$ cat src/rtl/sbc_pkg.sv
/*
 * Constants for the serial-bus controller: register map, field positions,
 * reset values, serial clock timing and the transfer item codes.
 * Assumes a 100 MHz system clock.
 */
package sbc_pkg;
	localparam int unsigned CLK_HZ      = 100000000;
	localparam int unsigned SCL_NORM_HZ = 60000;
	localparam int unsigned SCL_TEST_HZ = 4000000;
	// Quarter-bit periods in system clocks
	localparam logic [8:0]  QTR_NORM    = 9'(CLK_HZ / (SCL_NORM_HZ * 4));
	localparam logic [8:0]  QTR_TEST    = 9'(CLK_HZ / (SCL_TEST_HZ * 4));

	localparam logic [7:0]  ADDR_DATA     = 8'hB0;
	localparam logic [7:0]  ADDR_WORD     = 8'hB1;
	localparam logic [7:0]  ADDR_TGT      = 8'hB2;
	localparam logic [7:0]  ADDR_CTL      = 8'hB3;
	localparam logic [7:0]  ADDR_IRQ_ST   = 8'hB8;
	localparam logic [7:0]  ADDR_IRQ_MASK = 8'hB9;

	localparam int CTL_PROT    = 7;
	localparam int CTL_RSVD    = 6;
	localparam int CTL_HBUSY   = 5;
	localparam int CTL_LBUSY   = 4;
	localparam int CTL_PRESENT = 3;
	localparam int CTL_TEST    = 2;
	localparam int CTL_HFAULT  = 1;
	localparam int CTL_LFAULT  = 0;
	localparam int IRQ_DONE    = 0;
	localparam int IRQ_HFAULT  = 1;
	localparam int IRQ_LFAULT  = 2;

	localparam logic [7:0]  REG_RST    = 8'h00;
	localparam logic [2:0]  IRQ_RST    = 3'h0;
	localparam logic [6:0]  EEPROM_TGT = 7'h50;
	localparam logic [7:0]  LOAD_WORD  = 8'h00;

	typedef enum logic [2:0] {
		K_AW = 3'h0, K_AR = 3'h1, K_WORD = 3'h2, K_DATA = 3'h3,
		K_RSTART = 3'h4, K_RX = 3'h5, K_END = 3'h6
	} sbc_kind_e;
endpackage

$ cat src/rtl/sbc_eng_if.sv
/*
 * Request and answer signals between the register side and the bit engine.
 * Assumes both ends run on the system clock.
 */
`timescale 1ns/1ns
interface sbc_eng_if;
	logic       req;
	logic       rd;
	logic       prot;
	logic [6:0] tgt;
	logic [7:0] word;
	logic [7:0] wdata;
	logic       busy;
	logic       done;
	logic       fault;
	logic       addr_nack;
	logic [7:0] rdata;
	modport ctl (output req, rd, prot, tgt, word, wdata, input busy, done, fault, addr_nack, rdata);
	modport eng (input req, rd, prot, tgt, word, wdata, output busy, done, fault, addr_nack, rdata);
endinterface

$ cat src/rtl/sbc_clkdiv.sv
/*
 * Quarter-bit enable divider for the serial clock.
 * Assumes the system clock and reset of the controller.
 */
`timescale 1ns/1ns
module sbc_clkdiv (
	input  wire logic i_sys_clk, // System clock
	input  wire logic i_nrst,    // Async reset, active low
	input  wire logic i_fast,    // Test rate select
	output logic      o_tick     // Quarter-bit enable pulse
);
	logic [8:0] cnt;
	logic [8:0] lim;

	assign lim = i_fast ? sbc_pkg::QTR_TEST : sbc_pkg::QTR_NORM; // [RULE_06]

	always_ff @(posedge i_sys_clk or negedge i_nrst) begin
		if (!i_nrst) begin
			cnt    <= 9'h000;
			o_tick <= 1'b0;
		end else if (cnt >= lim - 9'h001) begin
			cnt    <= 9'h000;
			o_tick <= 1'b1;
		end else begin
			cnt    <= cnt + 9'h001;
			o_tick <= 1'b0;
		end
	end
endmodule

$ cat src/rtl/sbc_engine.sv
/*
 * Two-wire bit engine: start, bytes with acknowledge, repeated start, stop.
 * Assumes synchronised line inputs and a quarter-bit tick from a divider.
 */
`timescale 1ns/1ns
module sbc_engine (
	input  wire logic i_sys_clk, // System clock
	input  wire logic i_nrst,    // Async reset, active low
	input  wire logic i_tick,    // Quarter-bit enable
	input  wire logic i_scl,     // Synchronised clock line
	input  wire logic i_sda,     // Synchronised data line
	output logic      o_scl_oe,  // Pull clock line low
	output logic      o_sda_oe,  // Pull data line low
	sbc_eng_if.eng    e          // Request and answer
);
	typedef enum logic [3:0] {ST_IDLE = 4'h1, ST_START = 4'h2, ST_BIT = 4'h4, ST_STOP = 4'h8} sbc_eng_st_e;

	sbc_eng_st_e        st;
	logic [1:0]         q;
	logic [3:0]         bitn;
	logic [2:0]         step;
	logic [7:0]         sh;
	logic               rd_q;
	logic               prot_q;
	logic               fault_q;
	logic [6:0]         tgt_q;
	logic [7:0]         word_q;
	logic [7:0]         wdata_q;
	logic               adv;
	sbc_pkg::sbc_kind_e kind;
	sbc_pkg::sbc_kind_e next_kind;

	function automatic sbc_pkg::sbc_kind_e kind_at(input logic rd, input logic prot, input logic [2:0] k);
		case ({rd, prot, k})
			5'b00000: kind_at = sbc_pkg::K_AW;
			5'b00001: kind_at = sbc_pkg::K_WORD;
			5'b00010: kind_at = sbc_pkg::K_DATA;
			5'b01000: kind_at = sbc_pkg::K_AW;
			5'b01001: kind_at = sbc_pkg::K_DATA;
			5'b10000: kind_at = sbc_pkg::K_AW;
			5'b10001: kind_at = sbc_pkg::K_WORD;
			5'b10010: kind_at = sbc_pkg::K_RSTART;
			5'b10011: kind_at = sbc_pkg::K_AR;
			5'b10100: kind_at = sbc_pkg::K_RX;
			5'b11000: kind_at = sbc_pkg::K_AR;
			5'b11001: kind_at = sbc_pkg::K_RX;
			default:  kind_at = sbc_pkg::K_END;
		endcase
	endfunction

	function automatic logic [7:0] byte_of(input sbc_pkg::sbc_kind_e k, input logic [6:0] t,
		input logic [7:0] w, input logic [7:0] d);
		case (k)
			sbc_pkg::K_AW:   byte_of = {t, 1'b0};
			sbc_pkg::K_AR:   byte_of = {t, 1'b1};
			sbc_pkg::K_WORD: byte_of = w;
			sbc_pkg::K_DATA: byte_of = d;
			default:         byte_of = 8'h00;
		endcase
	endfunction

	assign kind      = kind_at(rd_q, prot_q, step); // [RULE_01] [RULE_12]
	assign next_kind = kind_at(rd_q, prot_q, step + 3'h1);
	// A released clock line held low by the target stretches the bit
	assign adv       = i_tick && !(q == 2'h2 && !i_scl);
	assign e.busy    = (st != ST_IDLE);
	assign e.fault   = fault_q;

	always_ff @(posedge i_sys_clk or negedge i_nrst) begin
		if (!i_nrst) begin
			rd_q    <= 1'b0;
			prot_q  <= 1'b0;
			tgt_q   <= 7'h00;
			word_q  <= 8'h00;
			wdata_q <= 8'h00;
		end else if (st == ST_IDLE && e.req) begin
			rd_q    <= e.rd;
			prot_q  <= e.prot;
			tgt_q   <= e.tgt;
			word_q  <= e.word;
			wdata_q <= e.wdata;
		end
	end

	always_ff @(posedge i_sys_clk or negedge i_nrst) begin
		if (!i_nrst) begin
			st          <= ST_IDLE;
			q           <= 2'h0;
			bitn        <= 4'h0;
			step        <= 3'h0;
			sh          <= 8'h00;
			fault_q     <= 1'b0;
			e.addr_nack <= 1'b0;
			e.done      <= 1'b0;
			e.rdata     <= 8'h00;
			o_scl_oe    <= 1'b0;
			o_sda_oe    <= 1'b0;
		end else begin
			e.done <= 1'b0;
			case (st)
				ST_IDLE: if (e.req) begin // [RULE_11]
					st          <= ST_START;
					q           <= 2'h0;
					step        <= 3'h0;
					fault_q     <= 1'b0;
					e.addr_nack <= 1'b0;
				end
				ST_START: if (adv) begin
					q <= q + 2'h1;
					case (q)
						2'h0: o_sda_oe <= 1'b0;
						2'h1: o_scl_oe <= 1'b0;
						2'h2: o_sda_oe <= 1'b1;
						default: begin
							o_scl_oe <= 1'b1;
							st       <= ST_BIT;
							bitn     <= 4'h0;
							if (kind == sbc_pkg::K_RSTART) begin
								step <= step + 3'h1;
								sh   <= byte_of(next_kind, tgt_q, word_q, wdata_q);
							end else begin
								sh <= byte_of(kind, tgt_q, word_q, wdata_q);
							end
						end
					endcase
				end
				ST_BIT: if (adv) begin
					q <= q + 2'h1;
					case (q)
						2'h0: o_sda_oe <= (bitn != 4'h8 && kind != sbc_pkg::K_RX) ? !sh[7] : 1'b0;
						2'h1: o_scl_oe <= 1'b0;
						2'h2: begin
							if (bitn == 4'h8) begin
								if (kind != sbc_pkg::K_RX && i_sda) begin
									fault_q <= 1'b1;
								end
							end else if (kind == sbc_pkg::K_RX) begin
								sh <= {sh[6:0], i_sda};
							end
						end
						default: begin
							o_scl_oe <= 1'b1;
							if (bitn != 4'h8) begin
								bitn <= bitn + 4'h1;
								if (kind != sbc_pkg::K_RX) begin
									sh <= {sh[6:0], 1'b0};
								end
							end else begin
								bitn <= 4'h0;
								if (kind == sbc_pkg::K_RX) begin
									e.rdata <= sh; // [RULE_14]
								end
								if (fault_q) begin
									e.addr_nack <= (step == 3'h0);
									st          <= ST_STOP;
								end else if (next_kind == sbc_pkg::K_END) begin
									st <= ST_STOP;
								end else if (next_kind == sbc_pkg::K_RSTART) begin
									st   <= ST_START;
									step <= step + 3'h1;
								end else begin
									step <= step + 3'h1;
									sh   <= byte_of(next_kind, tgt_q, word_q, wdata_q);
								end
							end
						end
					endcase
				end
				ST_STOP: if (adv) begin
					q <= q + 2'h1;
					case (q)
						2'h0: o_sda_oe <= 1'b1;
						2'h1: o_scl_oe <= 1'b0;
						2'h2: o_sda_oe <= 1'b0;
						default: begin
							st     <= ST_IDLE;
							e.done <= 1'b1;
						end
					endcase
				end
				default: st <= ST_IDLE;
			endcase
		end
	end
endmodule

$ cat src/rtl/sbc_top.sv
/*
 * Serial-bus controller: register file, EEPROM loader after reset and
 * software single-byte cycles over an open-drain two-wire bus.
 * Assumes a plain register port on the system clock and external pull-ups.
 */
// Contract
// [RULE_01] Control bit 7 chooses target plus word address, or target address alone.
// [RULE_02] Control bit 6 is reserved and always reads zero.
// [RULE_03] Bit 5 is one while a software cycle runs, else zero.
// [RULE_04] Bit 4 is one while the EEPROM loader fetches defaults.
// [RULE_05] Bit 3 is set when an EEPROM answers after reset.
// [RULE_06] Bit 2 zero gives about 60 kHz clock, one about 4 MHz.
// [RULE_07] Bit 1 sets on a failed software cycle, stays until cleared.
// [RULE_08] Bit 0 sets on a failed EEPROM download, stays until cleared.
// [RULE_09] All control and status bits reset to zero.
// [RULE_10] Busy and detect bits change by hardware only, never by writes.
// [RULE_11] Writing the target address register starts a serial cycle.
// [RULE_12] Direction bit zero writes one byte, one reads one byte.
// [RULE_13] Software loads data and word address before the target address.
// [RULE_14] Read byte lands in the data register before busy clears.
`timescale 1ns/1ns
module sbc_top (
	input  wire logic       i_sys_clk,   // System clock, 100 MHz
	input  wire logic       i_nrst,      // Async reset, active low
	input  wire logic [7:0] i_addr,      // Register address
	input  wire logic [7:0] i_wdata,     // Register write data
	input  wire logic       i_wr,        // Write strobe
	input  wire logic       i_rd,        // Read strobe
	output logic      [7:0] o_rdata,     // Read data, cycle after strobe
	output logic            o_irq,       // Interrupt level
	input  wire logic       i_scl,       // Clock line level
	output logic            o_scl,       // Clock line drive value
	output logic            o_scl_oe,    // Clock line pulled low
	input  wire logic       i_sda,       // Data line level
	output logic            o_sda,       // Data line drive value
	output logic            o_sda_oe,    // Data line pulled low
	output logic      [7:0] o_load_data  // Byte fetched by the loader
);
	typedef enum logic [2:0] {LD_START = 3'h1, LD_RUN = 3'h2, LD_IDLE = 3'h4} sbc_ld_st_e;

	sbc_eng_if  e ();
	sbc_ld_st_e ld_st;
	logic [1:0] pin_meta;
	logic [1:0] pin_sync;
	logic       tick;
	logic       scl_oe;
	logic       sda_oe;
	logic [7:0] data_reg;
	logic [7:0] word_reg;
	logic [7:0] tgt_reg;
	logic       prot;
	logic       test;
	logic       host_busy;
	logic       load_busy;
	logic       present;
	logic       host_fault;
	logic       load_fault;
	logic       owner_host;
	logic [2:0] irq_st;
	logic [2:0] irq_mask;
	logic [2:0] ev;
	logic [7:0] rd_val;
	logic       wr_data;
	logic       wr_word;
	logic       wr_tgt;
	logic       wr_ctl;
	logic       host_start;
	logic       host_done;
	logic       load_done;

	// Line inputs come from outside the clock domain
	always_ff @(posedge i_sys_clk or negedge i_nrst) begin
		if (!i_nrst) begin
			pin_meta <= 2'h3;
			pin_sync <= 2'h3;
		end else begin
			pin_meta <= {i_scl, i_sda};
			pin_sync <= pin_meta;
		end
	end

	sbc_clkdiv u_div (
		.i_sys_clk (i_sys_clk),
		.i_nrst    (i_nrst),
		.i_fast    (test),
		.o_tick    (tick)
	);

	sbc_engine u_eng (
		.i_sys_clk (i_sys_clk),
		.i_nrst    (i_nrst),
		.i_tick    (tick),
		.i_scl     (pin_sync[1]),
		.i_sda     (pin_sync[0]),
		.o_scl_oe  (scl_oe),
		.o_sda_oe  (sda_oe),
		.e         (e.eng)
	);

	assign o_scl_oe   = scl_oe;
	assign o_sda_oe   = sda_oe;
	assign wr_data    = i_wr && (i_addr == sbc_pkg::ADDR_DATA);
	assign wr_word    = i_wr && (i_addr == sbc_pkg::ADDR_WORD);
	assign wr_tgt     = i_wr && (i_addr == sbc_pkg::ADDR_TGT);
	assign wr_ctl     = i_wr && (i_addr == sbc_pkg::ADDR_CTL);
	// A launch while any cycle or the loader is active is dropped
	assign host_start = wr_tgt && !host_busy && !load_busy && !e.busy && ld_st == LD_IDLE; // [RULE_11]
	assign host_done  = e.done && owner_host;
	assign load_done  = e.done && !owner_host;
	assign ev         = {load_done && e.fault && !e.addr_nack, host_done && e.fault, host_done};

	// Open-drain: the drive value is always low
	always_ff @(posedge i_sys_clk or negedge i_nrst) begin
		if (!i_nrst) begin
			o_scl <= 1'b0;
			o_sda <= 1'b0;
		end else begin
			o_scl <= 1'b0;
			o_sda <= 1'b0;
		end
	end

	// Engine request, from the loader first and then from software
	always_ff @(posedge i_sys_clk or negedge i_nrst) begin
		if (!i_nrst) begin
			e.req      <= 1'b0;
			e.rd       <= 1'b0;
			e.prot     <= 1'b0;
			e.tgt      <= 7'h00;
			e.word     <= 8'h00;
			e.wdata    <= 8'h00;
			owner_host <= 1'b0;
		end else begin
			e.req <= 1'b0;
			if (ld_st == LD_START) begin
				e.req      <= 1'b1;
				e.rd       <= 1'b1;
				e.prot     <= 1'b0;
				e.tgt      <= sbc_pkg::EEPROM_TGT;
				e.word     <= sbc_pkg::LOAD_WORD;
				owner_host <= 1'b0;
			end else if (host_start) begin
				e.req      <= 1'b1;
				e.rd       <= i_wdata[0]; // [RULE_12]
				e.prot     <= prot; // [RULE_01]
				e.tgt      <= i_wdata[7:1];
				e.word     <= word_reg; // [RULE_13]
				e.wdata    <= data_reg;
				owner_host <= 1'b1;
			end
		end
	end

	// EEPROM loader: probe and fetch once after reset
	always_ff @(posedge i_sys_clk or negedge i_nrst) begin
		if (!i_nrst) begin
			ld_st       <= LD_START;
			load_busy   <= 1'b0; // [RULE_09]
			present     <= 1'b0;
			load_fault  <= 1'b0;
			o_load_data <= sbc_pkg::REG_RST;
		end else begin
			case (ld_st)
				LD_START: begin
					ld_st     <= LD_RUN;
					load_busy <= 1'b1; // [RULE_04]
				end
				LD_RUN: if (load_done) begin
					ld_st     <= LD_IDLE;
					load_busy <= 1'b0; // [RULE_04]
				end
				LD_IDLE: ld_st <= LD_IDLE;
				default: ld_st <= LD_IDLE;
			endcase
			if (load_done && !e.addr_nack) begin
				present <= 1'b1; // [RULE_05]
			end
			if (load_done && !e.fault) begin
				o_load_data <= e.rdata;
			end
			if (ev[sbc_pkg::IRQ_LFAULT]) begin
				load_fault <= 1'b1; // [RULE_08]
			end else if (wr_ctl && i_wdata[sbc_pkg::CTL_LFAULT]) begin
				load_fault <= 1'b0;
			end
		end
	end

	// Software cycle status
	always_ff @(posedge i_sys_clk or negedge i_nrst) begin
		if (!i_nrst) begin
			host_busy  <= 1'b0;
			host_fault <= 1'b0;
		end else begin
			if (host_start) begin
				host_busy <= 1'b1; // [RULE_03]
			end else if (host_done) begin
				host_busy <= 1'b0; // [RULE_03]
			end
			if (ev[sbc_pkg::IRQ_HFAULT]) begin
				host_fault <= 1'b1; // [RULE_07]
			end else if (wr_ctl && i_wdata[sbc_pkg::CTL_HFAULT]) begin
				host_fault <= 1'b0;
			end
		end
	end

	// Software registers; only control bits 7 and 2 store written values, bits 1 and 0 clear when written with a one
	always_ff @(posedge i_sys_clk or negedge i_nrst) begin
		if (!i_nrst) begin
			data_reg <= sbc_pkg::REG_RST;
			word_reg <= sbc_pkg::REG_RST;
			tgt_reg  <= sbc_pkg::REG_RST;
			prot     <= 1'b0; // [RULE_09]
			test     <= 1'b0;
		end else begin
			if (host_done && e.rd && !e.fault) begin
				data_reg <= e.rdata; // [RULE_14]
			end else if (wr_data) begin
				data_reg <= i_wdata;
			end
			if (wr_word) begin
				word_reg <= i_wdata;
			end
			if (wr_tgt) begin
				tgt_reg <= i_wdata;
			end
			if (wr_ctl) begin // [RULE_10]
				prot <= i_wdata[sbc_pkg::CTL_PROT];
				test <= i_wdata[sbc_pkg::CTL_TEST]; // [RULE_06]
			end
		end
	end

	// Sticky event bits; a new event wins over a write-one clear
	always_ff @(posedge i_sys_clk or negedge i_nrst) begin
		if (!i_nrst) begin
			irq_st   <= sbc_pkg::IRQ_RST;
			irq_mask <= sbc_pkg::IRQ_RST;
			o_irq    <= 1'b0;
		end else begin
			if (i_wr && i_addr == sbc_pkg::ADDR_IRQ_ST) begin
				irq_st <= (irq_st & ~i_wdata[2:0]) | ev;
			end else begin
				irq_st <= irq_st | ev;
			end
			if (i_wr && i_addr == sbc_pkg::ADDR_IRQ_MASK) begin
				irq_mask <= i_wdata[2:0];
			end
			o_irq <= |(irq_st & irq_mask);
		end
	end

	always_comb begin
		case (i_addr)
			sbc_pkg::ADDR_DATA:     rd_val = data_reg;
			sbc_pkg::ADDR_WORD:     rd_val = word_reg;
			sbc_pkg::ADDR_TGT:      rd_val = tgt_reg;
			sbc_pkg::ADDR_CTL:      rd_val = {prot, 1'b0, host_busy, load_busy, // [RULE_02]
				present, test, host_fault, load_fault};
			sbc_pkg::ADDR_IRQ_ST:   rd_val = {5'h00, irq_st};
			sbc_pkg::ADDR_IRQ_MASK: rd_val = {5'h00, irq_mask};
			default:                rd_val = 8'h00;
		endcase
	end

	always_ff @(posedge i_sys_clk or negedge i_nrst) begin
		if (!i_nrst) begin
			o_rdata <= 8'h00;
		end else begin
			o_rdata <= i_rd ? rd_val : 8'h00;
		end
	end
endmodule

$ cat config.mk
export PLATFORM = sky130hd
export DESIGN_NAME = sbc_top
export DESIGN_NICKNAME = d
export VERILOG_FILES = /design/src/rtl/sbc_pkg.sv /design/src/rtl/sbc_eng_if.sv /design/src/rtl/sbc_clkdiv.sv /design/src/rtl/sbc_engine.sv /design/src/rtl/sbc_top.sv
export SDC_FILE = /design/constraint.sdc
export NUM_CORES = 1
export LEC_CHECK = 0
export ABC_AREA = 1
export BUFFER_PORTS_ARGS = -buffer_cell sky130_fd_sc_hd__buf_2
export CAP_MARGIN = 10
export CORE_MARGIN = 1
export CORE_UTILIZATION = 53
export DETAILED_ROUTE_END_ITERATION = 16
export HOLD_SLACK_MARGIN = 0.03
export PLACE_DENSITY = 0.8
export RECOVER_POWER = 25
export SLEW_MARGIN = 15
export SYNTH_ARGS = -nofsm -noshare
export SYNTH_HDL_FRONTEND = slang
export SYNTH_HIERARCHICAL = 1
export SYNTH_SLANG_ARGS = --single-unit
$ cat constraint.sdc
create_clock -name i_sys_clk -period 2.3 [get_ports i_sys_clk]
set_input_delay 0.46 -clock i_sys_clk [delete_from_list [all_inputs] [get_ports i_sys_clk]]
set_output_delay 0.46 -clock i_sys_clk [all_outputs]
set_load 0.02 [all_outputs]
# ---- Word level (Yosys, flattened, before mapping)
# Memories as Yosys holds them, arrays and structs flattened.
# Index checks and enable logic that the tools add are counted.
dict set report word_totals {
  regBits 157
  latchBits 0
  ramBits 0
  mem_bits_ro 192
  input_bits 22
  output_inout_bits 21
  n_memories 2
}
dict set report classes {
  addsub 5
  mul 0
  div 0
  magnitude_cmp 1
  n_eq_ne 60
  shifts 0
  n_mux 103
  bitwise 8
  n_reduce_logical 69
}
# name depth word_bits read_ports rd_ports_with_merged_regs write_ports line
set mem_list {}
lappend mem_list {{(no name shown)} 32 3 1 0 0 sbc_engine.sv:34} ;# case ({rd, prot, k})
lappend mem_list {{(no name shown)} 32 3 1 0 0 sbc_engine.sv:34}
# op n
set op_table {}
lappend op_table {{$mux W8} 16}
lappend op_table {{$mux W4} 16}
lappend op_table {{$pmux W8 S4} 2}
lappend op_table {{$eq A8 B8 Y1 const B} 6}
lappend op_table {{$pmux W8 S6} 1}
lappend op_table {{$mux W1} 36}
lappend op_table {{$mux W3} 11}
lappend op_table {{$pmux W8 S2} 2}
lappend op_table {{$logic_and A1 B1 Y1} 26}
lappend op_table {{$ne A2 B1 Y1 const B} 12}
lappend op_table {{$ne A2 B2 Y1 const B} 10}
lappend op_table {{$reduce_bool A2 Y1} 10}
lappend op_table {{$mux W9} 2}
lappend op_table {{$pmux W4 S4} 1}
lappend op_table {{$eq A3 B2 Y1 const B} 5}
lappend op_table {{$eq A3 B3 Y1 const B} 5}
lappend op_table {{$reduce_and A5 Y1} 3}
lappend op_table {{$mux W7} 2}
lappend op_table {{$pmux W1 S2} 7}
lappend op_table {{$reduce_and A6 Y1} 2}
lappend op_table {{$reduce_and A11 Y1} 1}
lappend op_table {{$reduce_and A10 Y1} 1}
lappend op_table {{$add A9 B1 Y9 const B} 1}
lappend op_table {{$eq A3 B1 Y1 const B} 3}
lappend op_table {{37 further kinds} 65}

# ---- Depth between registers and ports, before layout
# Gate-level depths: netlist of run 1.
# An unclocked memory read counts as a cell.
dict set report depth {
  depth_word 11
  ltp_mapped 16
  depth_no_buf 15
}

# ---- Modules after synthesis
# The synthesis of run 1 kept the hierarchy.
# mod n_inst cells_each area_per_inst_um2 seq_area_each_um2
set modules_own_cells {}
lappend modules_own_cells {sbc_engine 1 535 4070.2 1477.7}
lappend modules_own_cells {sbc_top 1 426 3863.7 2208.4}
lappend modules_own_cells {sbc_clkdiv 1 75 603.1 250.2}

# ---- Least setup slack after synthesis of run 1
# Ideal clock, no wire load.
dict set report synth_timing {
  path_kind {register -> register}
  start {register u_eng.step[1]}
  end {register u_eng.sh[6]}
  setup_ns 0.077
  arrival_time_ns 2.232
  setup_slack_ns -0.009
  stages_incl_launch_ff 16
  cell_sequence {dfrtp_1 > ha_1 > inv_1 > ha_1 > inv_1 > nand2_1 > a21oi_1 > inv_1 > nand2_2 > buf_4 > nand4_1 > nand3_1 > nand3_1 > nand2_1 > nand2_1 > a21oi_1}
}
dict set report synth_between {
  elab_chain_len 11
}
# element line
set synth_rtl {}
lappend synth_rtl {{from (decl)} sbc_engine.sv:21} ;# logic [2:0] step;
lappend synth_rtl {{from (signal assigned)} sbc_engine.sv:119} ;# step <= step + 3'h1;
lappend synth_rtl {{from (signal assigned)} sbc_engine.sv:160} ;# step <= step + 3'h1;
lappend synth_rtl {{from (signal assigned)} sbc_engine.sv:162} ;# step <= step + 3'h1;
lappend synth_rtl {{$add A3 B1 Y3} sbc_engine.sv:63} ;# assign next_kind = kind_at(rd_q, prot_q, step + 3'h1);
lappend synth_rtl {{$mem_v2 Z32 W3} --}
lappend synth_rtl {{$eq A3 B2 Y1, or another cell as far along} sbc_engine.sv:53} ;# case (k)
lappend synth_rtl {{$pmux W8 S4} sbc_engine.sv:53}
lappend synth_rtl {{$mux W8} sbc_engine.sv:158} ;# end else if (next_kind == sbc_pkg::K_RSTART) begin
lappend synth_rtl {{$mux W8} sbc_engine.sv:156} ;# end else if (next_kind == sbc_pkg::K_END) begin
lappend synth_rtl {{$mux W8} sbc_engine.sv:153} ;# if (fault_q) begin
lappend synth_rtl {{$mux W8} sbc_engine.sv:143} ;# if (bitn != 4'h8) begin
lappend synth_rtl {{$pmux W8 S2} sbc_engine.sv:129} ;# case (q)
lappend synth_rtl {{$mux W8} sbc_engine.sv:127} ;# ST_BIT: if (adv) begin
lappend synth_rtl {{$pmux W8 S2} sbc_engine.sv:100} ;# case (st)
lappend synth_rtl {{to (signal assigned)} sbc_engine.sv:122} ;# sh <= byte_of(kind, tgt_q, word_q, wdata_q);
lappend synth_rtl {{to (signal assigned)} sbc_engine.sv:138} ;# sh <= {sh[6:0], i_sda};
lappend synth_rtl {{to (signal assigned)} sbc_engine.sv:146} ;# sh <= {sh[6:0], 1'b0};
lappend synth_rtl {{to (decl)} sbc_engine.sv:22} ;# logic [7:0] sh;
# Parallel ways exist; a longest one is shown, timed or not. The select of a mux whose other input is x is not followed.
# A chain may end at the register's enable or synchronous reset.

# ---- Worst setup path after layout of run 1
dict set report layout_timing {
  start {register u_eng.step[0]}
  end {register u_eng.sh[4]}
}
# The elaborated chain is that of the path after synthesis.

==> results.toml, run 1 <==
[power]
power_mw = 8.79
p_int_mw = 5.87
clockPowerShare_pct = 33.9
power_frac_comb_pct = 29.4
swShare_pct = 33.2
power_frac_seq_pct = 36.7
vdd_ir_drop_max_v = 0.000538
power_density_mw_per_mm2 = 858
p_leak_nw = 5.07
p_sw_mw = 2.92

[worst_setup_path]
path_cells = "ha_2 > inv_2 > ha_4 > buf_6 > nand2_1 > nand3_2 > nand3_2 > nand2_4 > o21ai_1 > a21oi_2 > nand3_4 > a21oi_1 > a21oi_1"
reg2reg_to = "u_eng/sh[4]$_DFFE_PN0P_"
critical-path-top-delay-family = "simple AND/OR/NAND/NOR gates"
crit_arrival_ns = 2.70
max_stage_delay_ns = 0.40
cp-start-kind = "flop"
path_class = "reg -> reg"
end_kind = "flop"
slowest_stage = "dfrtp_1"
crit_start = "u_eng/step[0]$_DFFE_PN0P_"
crit_buf_inv = 2
r2r_slack_ns = -0.09
crit_end = "u_eng/sh[4]$_DFFE_PN0P_"
r2r-start = "u_eng/step[0]$_DFFE_PN0P_"
reg2regPathDepth = 13
required_ns = 2.61
cp_max_fo = 9
cp_num_cells = 13

[logic_synthesis]
ys_ff_latch = 157
synth_ff_type = "dfrtp_1"
yosys-top-cells-count = "228 x nand2_1, 151 x dfrtp_1, 109 x nand3_1, 98 x inv_1, 76 x nor2_1"
yosysSeqAreaShare_pct = 46.1
synth_area_leaders = "dfrtp_1 44%, nand2_1 10%, nand3_1 6.4%"
syn_inst = 1036
ys_types = 52
synth_edf_count = 0
yosys.area.top_type_share_pct = 44.3
mappedNetlistArea_sq_mm = 0.00854
synth_most_common_cell = "nand2_1"
synth_top_area_cell = "dfrtp_1"
syn_avg_cell_area_sq_um = 8.24
ys_async_sr_fraction_pct = 100
yosysWarningCount = 6

[grt]
grt_first_pass_wirelength_mm = 36.4
grt-ovfl-total = 0
grt_max_degree = 58
grtUsageTotal_pct = 28.6
first_global_vias = 7289
antenna_found_initial = 0

[routing]
totalWireLength_mm = 22.6
wire_per_inst_microns = 16.7
drc = 0
drtIter0Drc = 905
via_per_inst = 5.79
drtAntennaViolNets = 0
dr_total_vias = 7833
first_pass_iters = 6

[placement]
place_area_sq_mm = 0.00930
routabilityCongestion = 0.964
dp_hpwl_mm = 15.4
portBuffers = 40

[finish]
regArea_sq_mm = 0.00394
area_growth_pct = 20.0
final.fill_count = 1235
largest_reg_flops = 9
regMostFlops = "u_div/cnt"
num_antenna_cells = 0
layout-drive-gt1-share_pct = 22.9
multi_input_area_sq_mm = 0.00409
final_nets = 1168
design_area_sq_mm = 0.0102
fin_util_pct = 64.7

[die]
initial_core_util_pct = 53.9
die_area_sq_mm = 0.0166
dieWidth_microns = 129
rows = 46
dieHeight_microns = 129
core-area_sq_mm = 0.0158
ios = 43

[timing]
drv_slew = 0
setup_slack_ns = -0.0944
max_freq_mhz = 418
skew_ns = 0.00806
fin_crit_sh_pct = 104
maxSlewHeadroom_pct = 5.73
setup_viol = 8
finalHoldViolCount = 0
grt_setup_unrepaired = "true"
worstMarginPinSlew_ns = 1.41
fin_crit_ns = 2.39

[clock_network]
cts_tree = "yes"
cts_max_level = 4
cts_max_path_buffers = 2
insertion_delay_ns = 0.43
clk_pin_slew_ns = 0.06
cts_buffers = 17
cts_num_sinks = 157
cts_root_buf = "clkbuf_16"

[hold_path]
hold_start = "i_scl"
hp-class = "in -> reg"

[outcome]
violations = "setup timing"
status = "finished, violations left"

[flow_run]
max-cap-violations = 0
cells in the final DEF, fill, tap and decap left out, drive strengths merged, types with 2 or more instances in the layout:
cell / count
a21oi: 41
buf: 102
bufinv: 4
clkbuf: 21
clkinv: 4
clkinvlp: 3
conb: 3
dfrtp: 151
dfstp: 6
ha: 21
inv: 113
mux2: 23
nand2: 239
nand3: 118
nand3b: 3
nand4: 47
nor2: 89
nor3: 7
nor4: 2
o2111ai: 2
o211ai: 4
o21a: 7
o21ai: 113
or2: 2
xor2: 2
worst min-delay path by stage:
stage / endpoint / slack (ns) / depth (start not counted)
3_3_place_gp: pin_sync[0]$_DFF_PN1_ / 0.35 / 0
4_1_cts: pin_meta[0]$_DFF_PN1_ / 0.11 / 1
2_1_floorplan: data_reg[0]$_DFFE_PN0P_ / 0.16 / 0
6_report: pin_meta[1]$_DFF_PN1_ / 0.13 / 1
3_5_place_dp: pin_sync[1]$_DFF_PN1_ / 0.35 / 0
5_1_grt: pin_meta[0]$_DFF_PN1_ / 0.12 / 1
power by group through the flow:
stage / Combinational [mW] / Sequential (mW) / Clock, mW
finish: 2.58 / 3.23 / 2.98
global placement: 2.11 / 3.26 / 0
detailed placement: 2.18 / 3.26 / 0
CTS: 2.35 / 3.22 / 3.02
floorplan: 1.40 / 3.23 / 0
global route: 2.81 / 3.26 / 3.14
cell families (layout without fill, tap and decap cells):
family	Yosys count	count (layout)	synth area share, %
AOI/OAI and AO/OA	173	173	11.7
xor gates and xnor gates	3	3	0.308
adders and majority gates	21	21	3.08
buffers and inverters	149	249	7.62
DFF	157	157	46.1
muxes	23	23	3.03
other	1	3	0.0439
and+or+nand+nor	509	509	28.1
per-layer routing:
layer	GRT usage (%)	vias to the layer above	part of all wire [%]	wire [microns]
met5	0	-	0	0
met4	12.3	0	3.6	809
met3	5.07	72	7.8	1770
met2	45.7	404	48	10800
met1	38.5	3714	41	9230
li1	-	3643	-	-
through the flow:
step	setup WS (ns)	hold WS, ns	setup TNS [ns]	cells
floorplan	0.0439	0.164	0	1038
global placement	-0.0423	0.347	-0.236	1307
detailed placement	-0.120	0.349	-0.874	1307
CTS	0.00191	0.115	0	1346
global route	-0.199	0.115	-1.61	1354
finish	-0.0944	0.131	-0.647	1354
what timing repair did:
action	in CTS	in global routing
cloned	2	1
setup endpoints to repair	11	16
pin swaps	7	26
setup buffers	4	9
gates resized for setup	11	39
endpoints found under the hold margin	47	0
hold buffers	1	0
worst reg2reg max path: stages, from the launching register on:
cell and delay [ns]:
dfrtp_1 0.40, ha_2 0.22, inv_2 0.05, ha_4 0.28, buf_6 0.12, nand2_1 0.08, nand3_2 0.14, nand3_2 0.10
nand2_4 0.13, o21ai_1 0.10, a21oi_2 0.23, nand3_4 0.18, a21oi_1 0.16, a21oi_1 0.09
final cells by class:
cell class                 count  share of cell area, %
clock buffer                  19                   4.32
sequential                   157                   38.4
tap                          216                   2.64
timing repair buffer         106                   8.78
clock inverter                13                   1.81
multi-input combinational    732                   39.9
inverter                     111                   4.13
Power figures use the tool's default switching activity.
==> run 2: changes to the inputs <==
--- a/config.mk
+++ b/config.mk
@@ -5,7 +5,6 @@
 export SDC_FILE = /design/constraint.sdc
 export NUM_CORES = 1
 export LEC_CHECK = 0
-export ABC_AREA = 1
 export BUFFER_PORTS_ARGS = -buffer_cell sky130_fd_sc_hd__buf_2
 export CAP_MARGIN = 10
 export CORE_MARGIN = 1
==> run 2 against run 1 <==
The flow finishes with violations (DRC, setup timing). Combinational power is 19% lower. Register-to-register slack worse by 0.26 ns. Routed wire length is 16% lower. Utilization hardly changed. Sequential power is 2% lower. Total power is 9.2% lower. Count of clock-buffer cells in the layout is 1 lower. Clock skew is 0.010 ns higher. Largest power group unchanged.
==> results.toml, run 2 <==
[finish]
final.fill_count = 1062
final_cell_mix = "149 x dfrtp_1, 75 x mux2_2, 52 x nand2_1"
design_area_sq_mm = 0.00952
stdcell_count = 966
layout_commonest_cell = "dfrtp_1"
layout-drive-gt1-share_pct = 32.9
regMostFlops = "u_div/cnt"
final_nets = 813
largest_reg_flops = 9
area_growth_pct = 17.9
num_antenna_cells = 0

[logic_synthesis]
mappedNetlistArea_sq_mm = 0.00808
ys_types = 74
yosysWarningCount = 6
ys_async_sr_fraction_pct = 100
synth_most_common_cell = "dfrtp_1"
yosys.area.top_type_share_pct = 46.8
synth_top_area_cell = "dfrtp_1"
yosys-top-cells-count = "151 x dfrtp_1, 80 x mux2_2, 53 x nand2_1, 47 x nor2_1, 42 x mux2i_1"
synth_area_leaders = "dfrtp_1 47%, mux2_2 11%, mux2i_1 5.2%"
synth_ff_type = "dfrtp_1"
syn_avg_cell_area_sq_um = 11.8
yosysSeqAreaShare_pct = 48.7
syn_inst = 683
synth_edf_count = 0
ys_ff_latch = 157

[routing]
drc = 2
via_per_inst = 6.03
drtIter0Drc = 390
totalWireLength_mm = 19.0
wire_per_inst_microns = 19.7
drtAntennaViolNets = 0
first_pass_iters = 13
dr_total_vias = 5828

[power]
p_leak_nw = 4.64
power_frac_comb_pct = 26.3
power_mw = 7.98
power_density_mw_per_mm2 = 838
power_frac_seq_pct = 39.5
p_sw_mw = 2.43
p_int_mw = 5.56
clockPowerShare_pct = 34.2
vdd_ir_drop_max_v = 0.000539
swShare_pct = 30.4

[placement]
dp_cells = 925
place_area_sq_mm = 0.00883
dp_slack_ns = -0.336
portBuffers = 40
routabilityCongestion = 0.934
dp_hpwl_mm = 13.4

[grt]
grt_max_degree = 51
grtUsageTotal_pct = 25.4
antenna_found_initial = 0
grt_first_pass_wirelength_mm = 31.1
first_global_vias = 5986
grt-ovfl-total = 0

[clock_network]
clk_pin_slew_ns = 0.06
cts_num_sinks = 157
cts_max_path_buffers = 2
insertion_delay_ns = 0.43
cts_root_buf = "clkbuf_16"
cts_buffers = 17
cts_max_level = 4
cts_tree = "yes"

[timing]
tns_ns = -3.63
finalHoldViolCount = 0
maxSlewHeadroom_pct = 25.6
setup_viol = 15
drv_slew = 0
max_freq_mhz = 377
grt_setup_unrepaired = "true"
fin_crit_ns = 2.65
worstMarginPinSlew_ns = 1.12
setup_slack_ns = -0.352
fin_crit_sh_pct = 115
skew_ns = 0.0181

[die]
dieHeight_microns = 125
core-area_sq_mm = 0.0147
rows = 44
ios = 43
die_area_sq_mm = 0.0157
initial_core_util_pct = 55.0
dieWidth_microns = 125

[worst_setup_path]
crit_arrival_ns = 2.96
max_stage_delay_ns = 0.45
slowest_stage = "dfrtp_2"
required_ns = 2.61
cpMostUsedCell = "ha_4"
path_cells = "ha_4 > inv_2 > ha_4 > or4_4 > o311ai_4 > buf_12 > mux2i_2 > o21ai_1 > a221o_1 > mux2_2"
end_kind = "flop"
path_class = "reg -> reg"
cp_max_fo = 8
cp-start-kind = "flop"

[flow_run]
max-cap-violations = 0

[outcome]
violations = "DRC, setup timing"
status = "finished, violations left"

[hold_path]
hp-class = "in -> reg"
-- run 2: cell type report --
cell class                 instances  area, sq um  share of cell area, %
clock buffer                      18          429                   4.51
clock inverter                    13          139                   1.46
tap                              184          230                   2.42
timing repair buffer              93          669                   7.03
multi-input combinational        468         3990                   41.9
sequential                       157         3940                   41.4
inverter                          33          126                   1.33
-- run 2: worst max-delay path, delay by kind of cell, from the launching register on --
family	cells	cell delay [ns]
AOI/OAI and AO/OA	3	0.55
adders and majority gates	2	0.39
buffers and inverters	2	0.25
DFF	1	0.45
muxes	2	0.47
and+or+nand+nor	1	0.44
-- run 2: layer usage --
metal / GRT usage, % / vias to the layer above / routed length, microns
li1: - / 2660 / -
met1: 34.0 / 2907 / 8220
met2: 40.6 / 219 / 9220
met3: 5.26 / 42 / 1090
met4: 10.2 / 0 / 491
met5: 0 / - / 0
-- run 2: worst paths after layout --
check	from	to	slack, ns	cells past startpoint
setup / recovery	u_eng/step[1]$_DFFE_PN0P_	u_eng/sh[3]$_DFFE_PN0P_	-0.35	10
hold / removal	i_sda	pin_meta[0]$_DFF_PN1_	0.14	1
setup reg to reg	u_eng/step[1]$_DFFE_PN0P_	u_eng/sh[3]$_DFFE_PN0P_	-0.35	10
hold reg to reg	pin_meta[0]$_DFF_PN1_	pin_sync[0]$_DFF_PN1_	0.36	0
max in group asynchronous	i_nrst	u_eng/word_q[3]$_DFFE_PN0P_	0.24	3
min in group asynchronous	i_nrst	u_eng/o_scl_oe$_DFFE_PN0P_	0.78	2
-- run 2: power by group through the flow --
stage	clock (mW)	combinational (mW)	sequential [mW]
2_1_floorplan	0	1.33	3.14
3_3_place_gp	0	1.85	3.17
3_5_place_dp	0	1.92	3.18
4_1_cts	2.77	2.00	3.14
5_1_grt	2.90	2.26	3.17
6_report	2.73	2.10	3.15
-- run 2: metrics by stage --
| stage | hold WS, ns | utilization (%) |
|---|---|---|
| global placement | 0.349 | 60.1 |
| global route | 0.128 | 64.8 |
| floorplan | 0.164 | - |
| CTS | 0.125 | 64.4 |
| finish | 0.140 | 64.8 |
| detailed placement | 0.349 | 60.1 |
-- run 2: cell families (layout without fill, tap and decap cells) --
family	Yosys count	in the layout	share of synthesized area (%)
compound gates	104	104	9.85
flops	157	157	48.7
xor+xnor	8	8	0.867
other cells	1	3	0.0464
buf+inv	60	157	3.75
fa+ha+maj	21	21	3.25
simple gates	202	202	14.7
mux	130	130	18.8
-- run 2: timing repair --
| item | CTS | global route |
|---|---|---|
| resized for setup | 11 | 5 |
| hold buffers | 1 | 0 |
| pin swaps | 4 | 3 |
| endpoints found under the setup margin | 22 | 38 |
| hold endpoints to repair | 41 | 0 |
| setup buffers | 3 | 6 |
==> run 3: changes to the inputs <==
--- a/config.mk
+++ b/config.mk
@@ -11,7 +11,7 @@
 export CORE_UTILIZATION = 53
 export DETAILED_ROUTE_END_ITERATION = 16
 export HOLD_SLACK_MARGIN = 0.03
-export PLACE_DENSITY = 0.8
+export PLACE_DENSITY = 0.78
 export RECOVER_POWER = 25
 export SLEW_MARGIN = 15
 export SYNTH_ARGS = -nofsm -noshare
==> run 3 against run 2 <==
The run ends with setup timing left. Register-to-register slack gained 0.03 ns. Total power increased by 2.3%. Combinational power about the same. Clock skew decreased by 0.0067 ns. Critical endpoint unchanged. Non-clock buffer count grew 6. Worst setup slack better by 0.032 ns. Via count down 1.8%. Clock power is 6% higher. Sequential power about the same. Largest power group unchanged. Critical path type unchanged.
==> results.toml, run 3 (same netlist as run 2, synthesis figures left out) <==
[outcome]
status = "finished, violations left"
violations = "setup timing"

[grt]
grtUsageTotal_pct = 25.1
grt-ovfl-total = 0
first_global_vias = 5857
antenna_found_initial = 0
grt_max_degree = 50
grt_first_pass_wirelength_mm = 30.8

[finish]
final_cell_mix = "149 x dfrtp_1, 75 x mux2_2, 52 x nand2_1"
final_nets = 819
num_antenna_cells = 0
area_growth_pct = 19.1
largest_reg_flops = 9
layout_commonest_cell = "dfrtp_1"
regMostFlops = "u_div/cnt"
layout-drive-gt1-share_pct = 33.8
design_area_sq_mm = 0.00962

[timing]
setup_viol = 14
setup_slack_ns = -0.320
skew_ns = 0.0114
drv_slew = 0
fin_crit_ns = 2.62
maxSlewHeadroom_pct = 15.7
max_freq_mhz = 382
worstMarginPinSlew_ns = 1.26
fin_crit_sh_pct = 114
finalHoldViolCount = 0
grt_setup_unrepaired = "true"

[worst_setup_path]
path_class = "reg -> reg"
slowest_stage = "dfrtp_2"
cp-start-kind = "flop"
max_stage_delay_ns = 0.45
path_cells = "ha_4 > inv_2 > ha_4 > or4_4 > o311ai_4 > buf_12 > mux2i_1 > o21ai_1 > a221o_1 > mux2_2"
r2r_slack_ns = -0.32
cpMostUsedCell = "ha_4"
cp_max_fo = 7
crit_arrival_ns = 2.93
end_kind = "flop"
required_ns = 2.61

[die]
ios = 43
dieHeight_microns = 125
die_area_sq_mm = 0.0157
core-area_sq_mm = 0.0147
initial_core_util_pct = 55.0
dieWidth_microns = 125
rows = 44

[routing]
wire_per_inst_microns = 18.7
drc = 0
drtAntennaViolNets = 0
totalWireLength_mm = 18.2
drtIter0Drc = 360
dr_total_vias = 5721
via_per_inst = 5.88
first_pass_iters = 13

[clock_network]
cts_max_level = 4
cts_buffers = 17
cts_tree = "yes"
clk_pin_slew_ns = 0.07
cts_num_sinks = 157
cts_max_path_buffers = 2
cts_root_buf = "clkbuf_16"
insertion_delay_ns = 0.43

[placement]
place_area_sq_mm = 0.00894
dp_hpwl_mm = 13.3
portBuffers = 40
routabilityCongestion = 0.878
dp_slack_ns = -0.366

[power]
p_leak_nw = 4.69
power_density_mw_per_mm2 = 849
vdd_ir_drop_max_v = 0.000563

[hold_path]
hp-class = "in -> reg"

[flow_run]
max-cap-violations = 0
run 3: final timing paths:
check                                                from                        end  cells after the start
worst max-delay path            u_eng/step[1]$_DFFE_PN0P_    u_eng/sh[3]$_DFFE_PN0P_                     10
worst min-delay path                                i_sda      pin_meta[0]$_DFF_PN1_                      1
worst max register to register  u_eng/step[1]$_DFFE_PN0P_    u_eng/sh[3]$_DFFE_PN0P_                     10
worst min register to register      pin_meta[0]$_DFF_PN1_      pin_sync[0]$_DFF_PN1_                      0
max in group asynchronous                          i_nrst    u_eng/st[0]$_DFFE_PN1P_                      3
min in group asynchronous                          i_nrst  u_eng/step[1]$_DFFE_PN0P_                      2
run 3: area by class of cell:
class,count,area [sq um]
flip-flops and latches,157,3940
multi-input cells,468,3990
well taps,184,230
clock inverters,14,170
inverters,33,124
repair buffers,99,723
clock buffers,18,439
fillers,1080,5080
run 3: metrics by stage:
stage	utilization [%]	TNS, ns	hold WS (ns)	power, mW	cells
after floorplan	-	-2.88	0.164	4.46	685
after global placement	60.8	-3.14	0.345	5.12	936
after detailed placement	60.8	-3.86	0.347	5.18	936
after CTS	65.3	-3.35	0.110	8.14	972
after global routing	65.4	-9.63	0.118	8.55	973
final	65.4	-3.53	0.127	8.17	973
run 3: power by group:
part,internal [mW],switching [mW]
logic,1.04,1.08
clock network,1.67,1.23
registers,2.95,0.189
run 3: what timing repair did:
item                                    4_1_cts  5_1_grt
hold buffers                                  1        0
endpoints found under the setup margin       15       49
buffers inserted                              3        1
resized for setup                             7       14
hold endpoints to repair                     44        0
pin swaps                                     4        3
run 3: worst max-delay path, delay by kind of cell, from the launching register on:
kind            cells  cell delay, ns
compound gates      3            0.55
fa+ha+maj           2            0.37
buf+inv             2            0.24
flops               1            0.45
mux                 2            0.44
simple gates        1            0.45
run 3: routing by layer:
layer / share of wire [%] / track usage [%] / vias to the layer above
li1: - / - / 2675
met1: 47 / 35.1 / 2855
met2: 47 / 39.3 / 171
met3: 4.4 / 4.88 / 20
met4: 1.7 / 8.46 / 0
met5: 0 / 0 / -
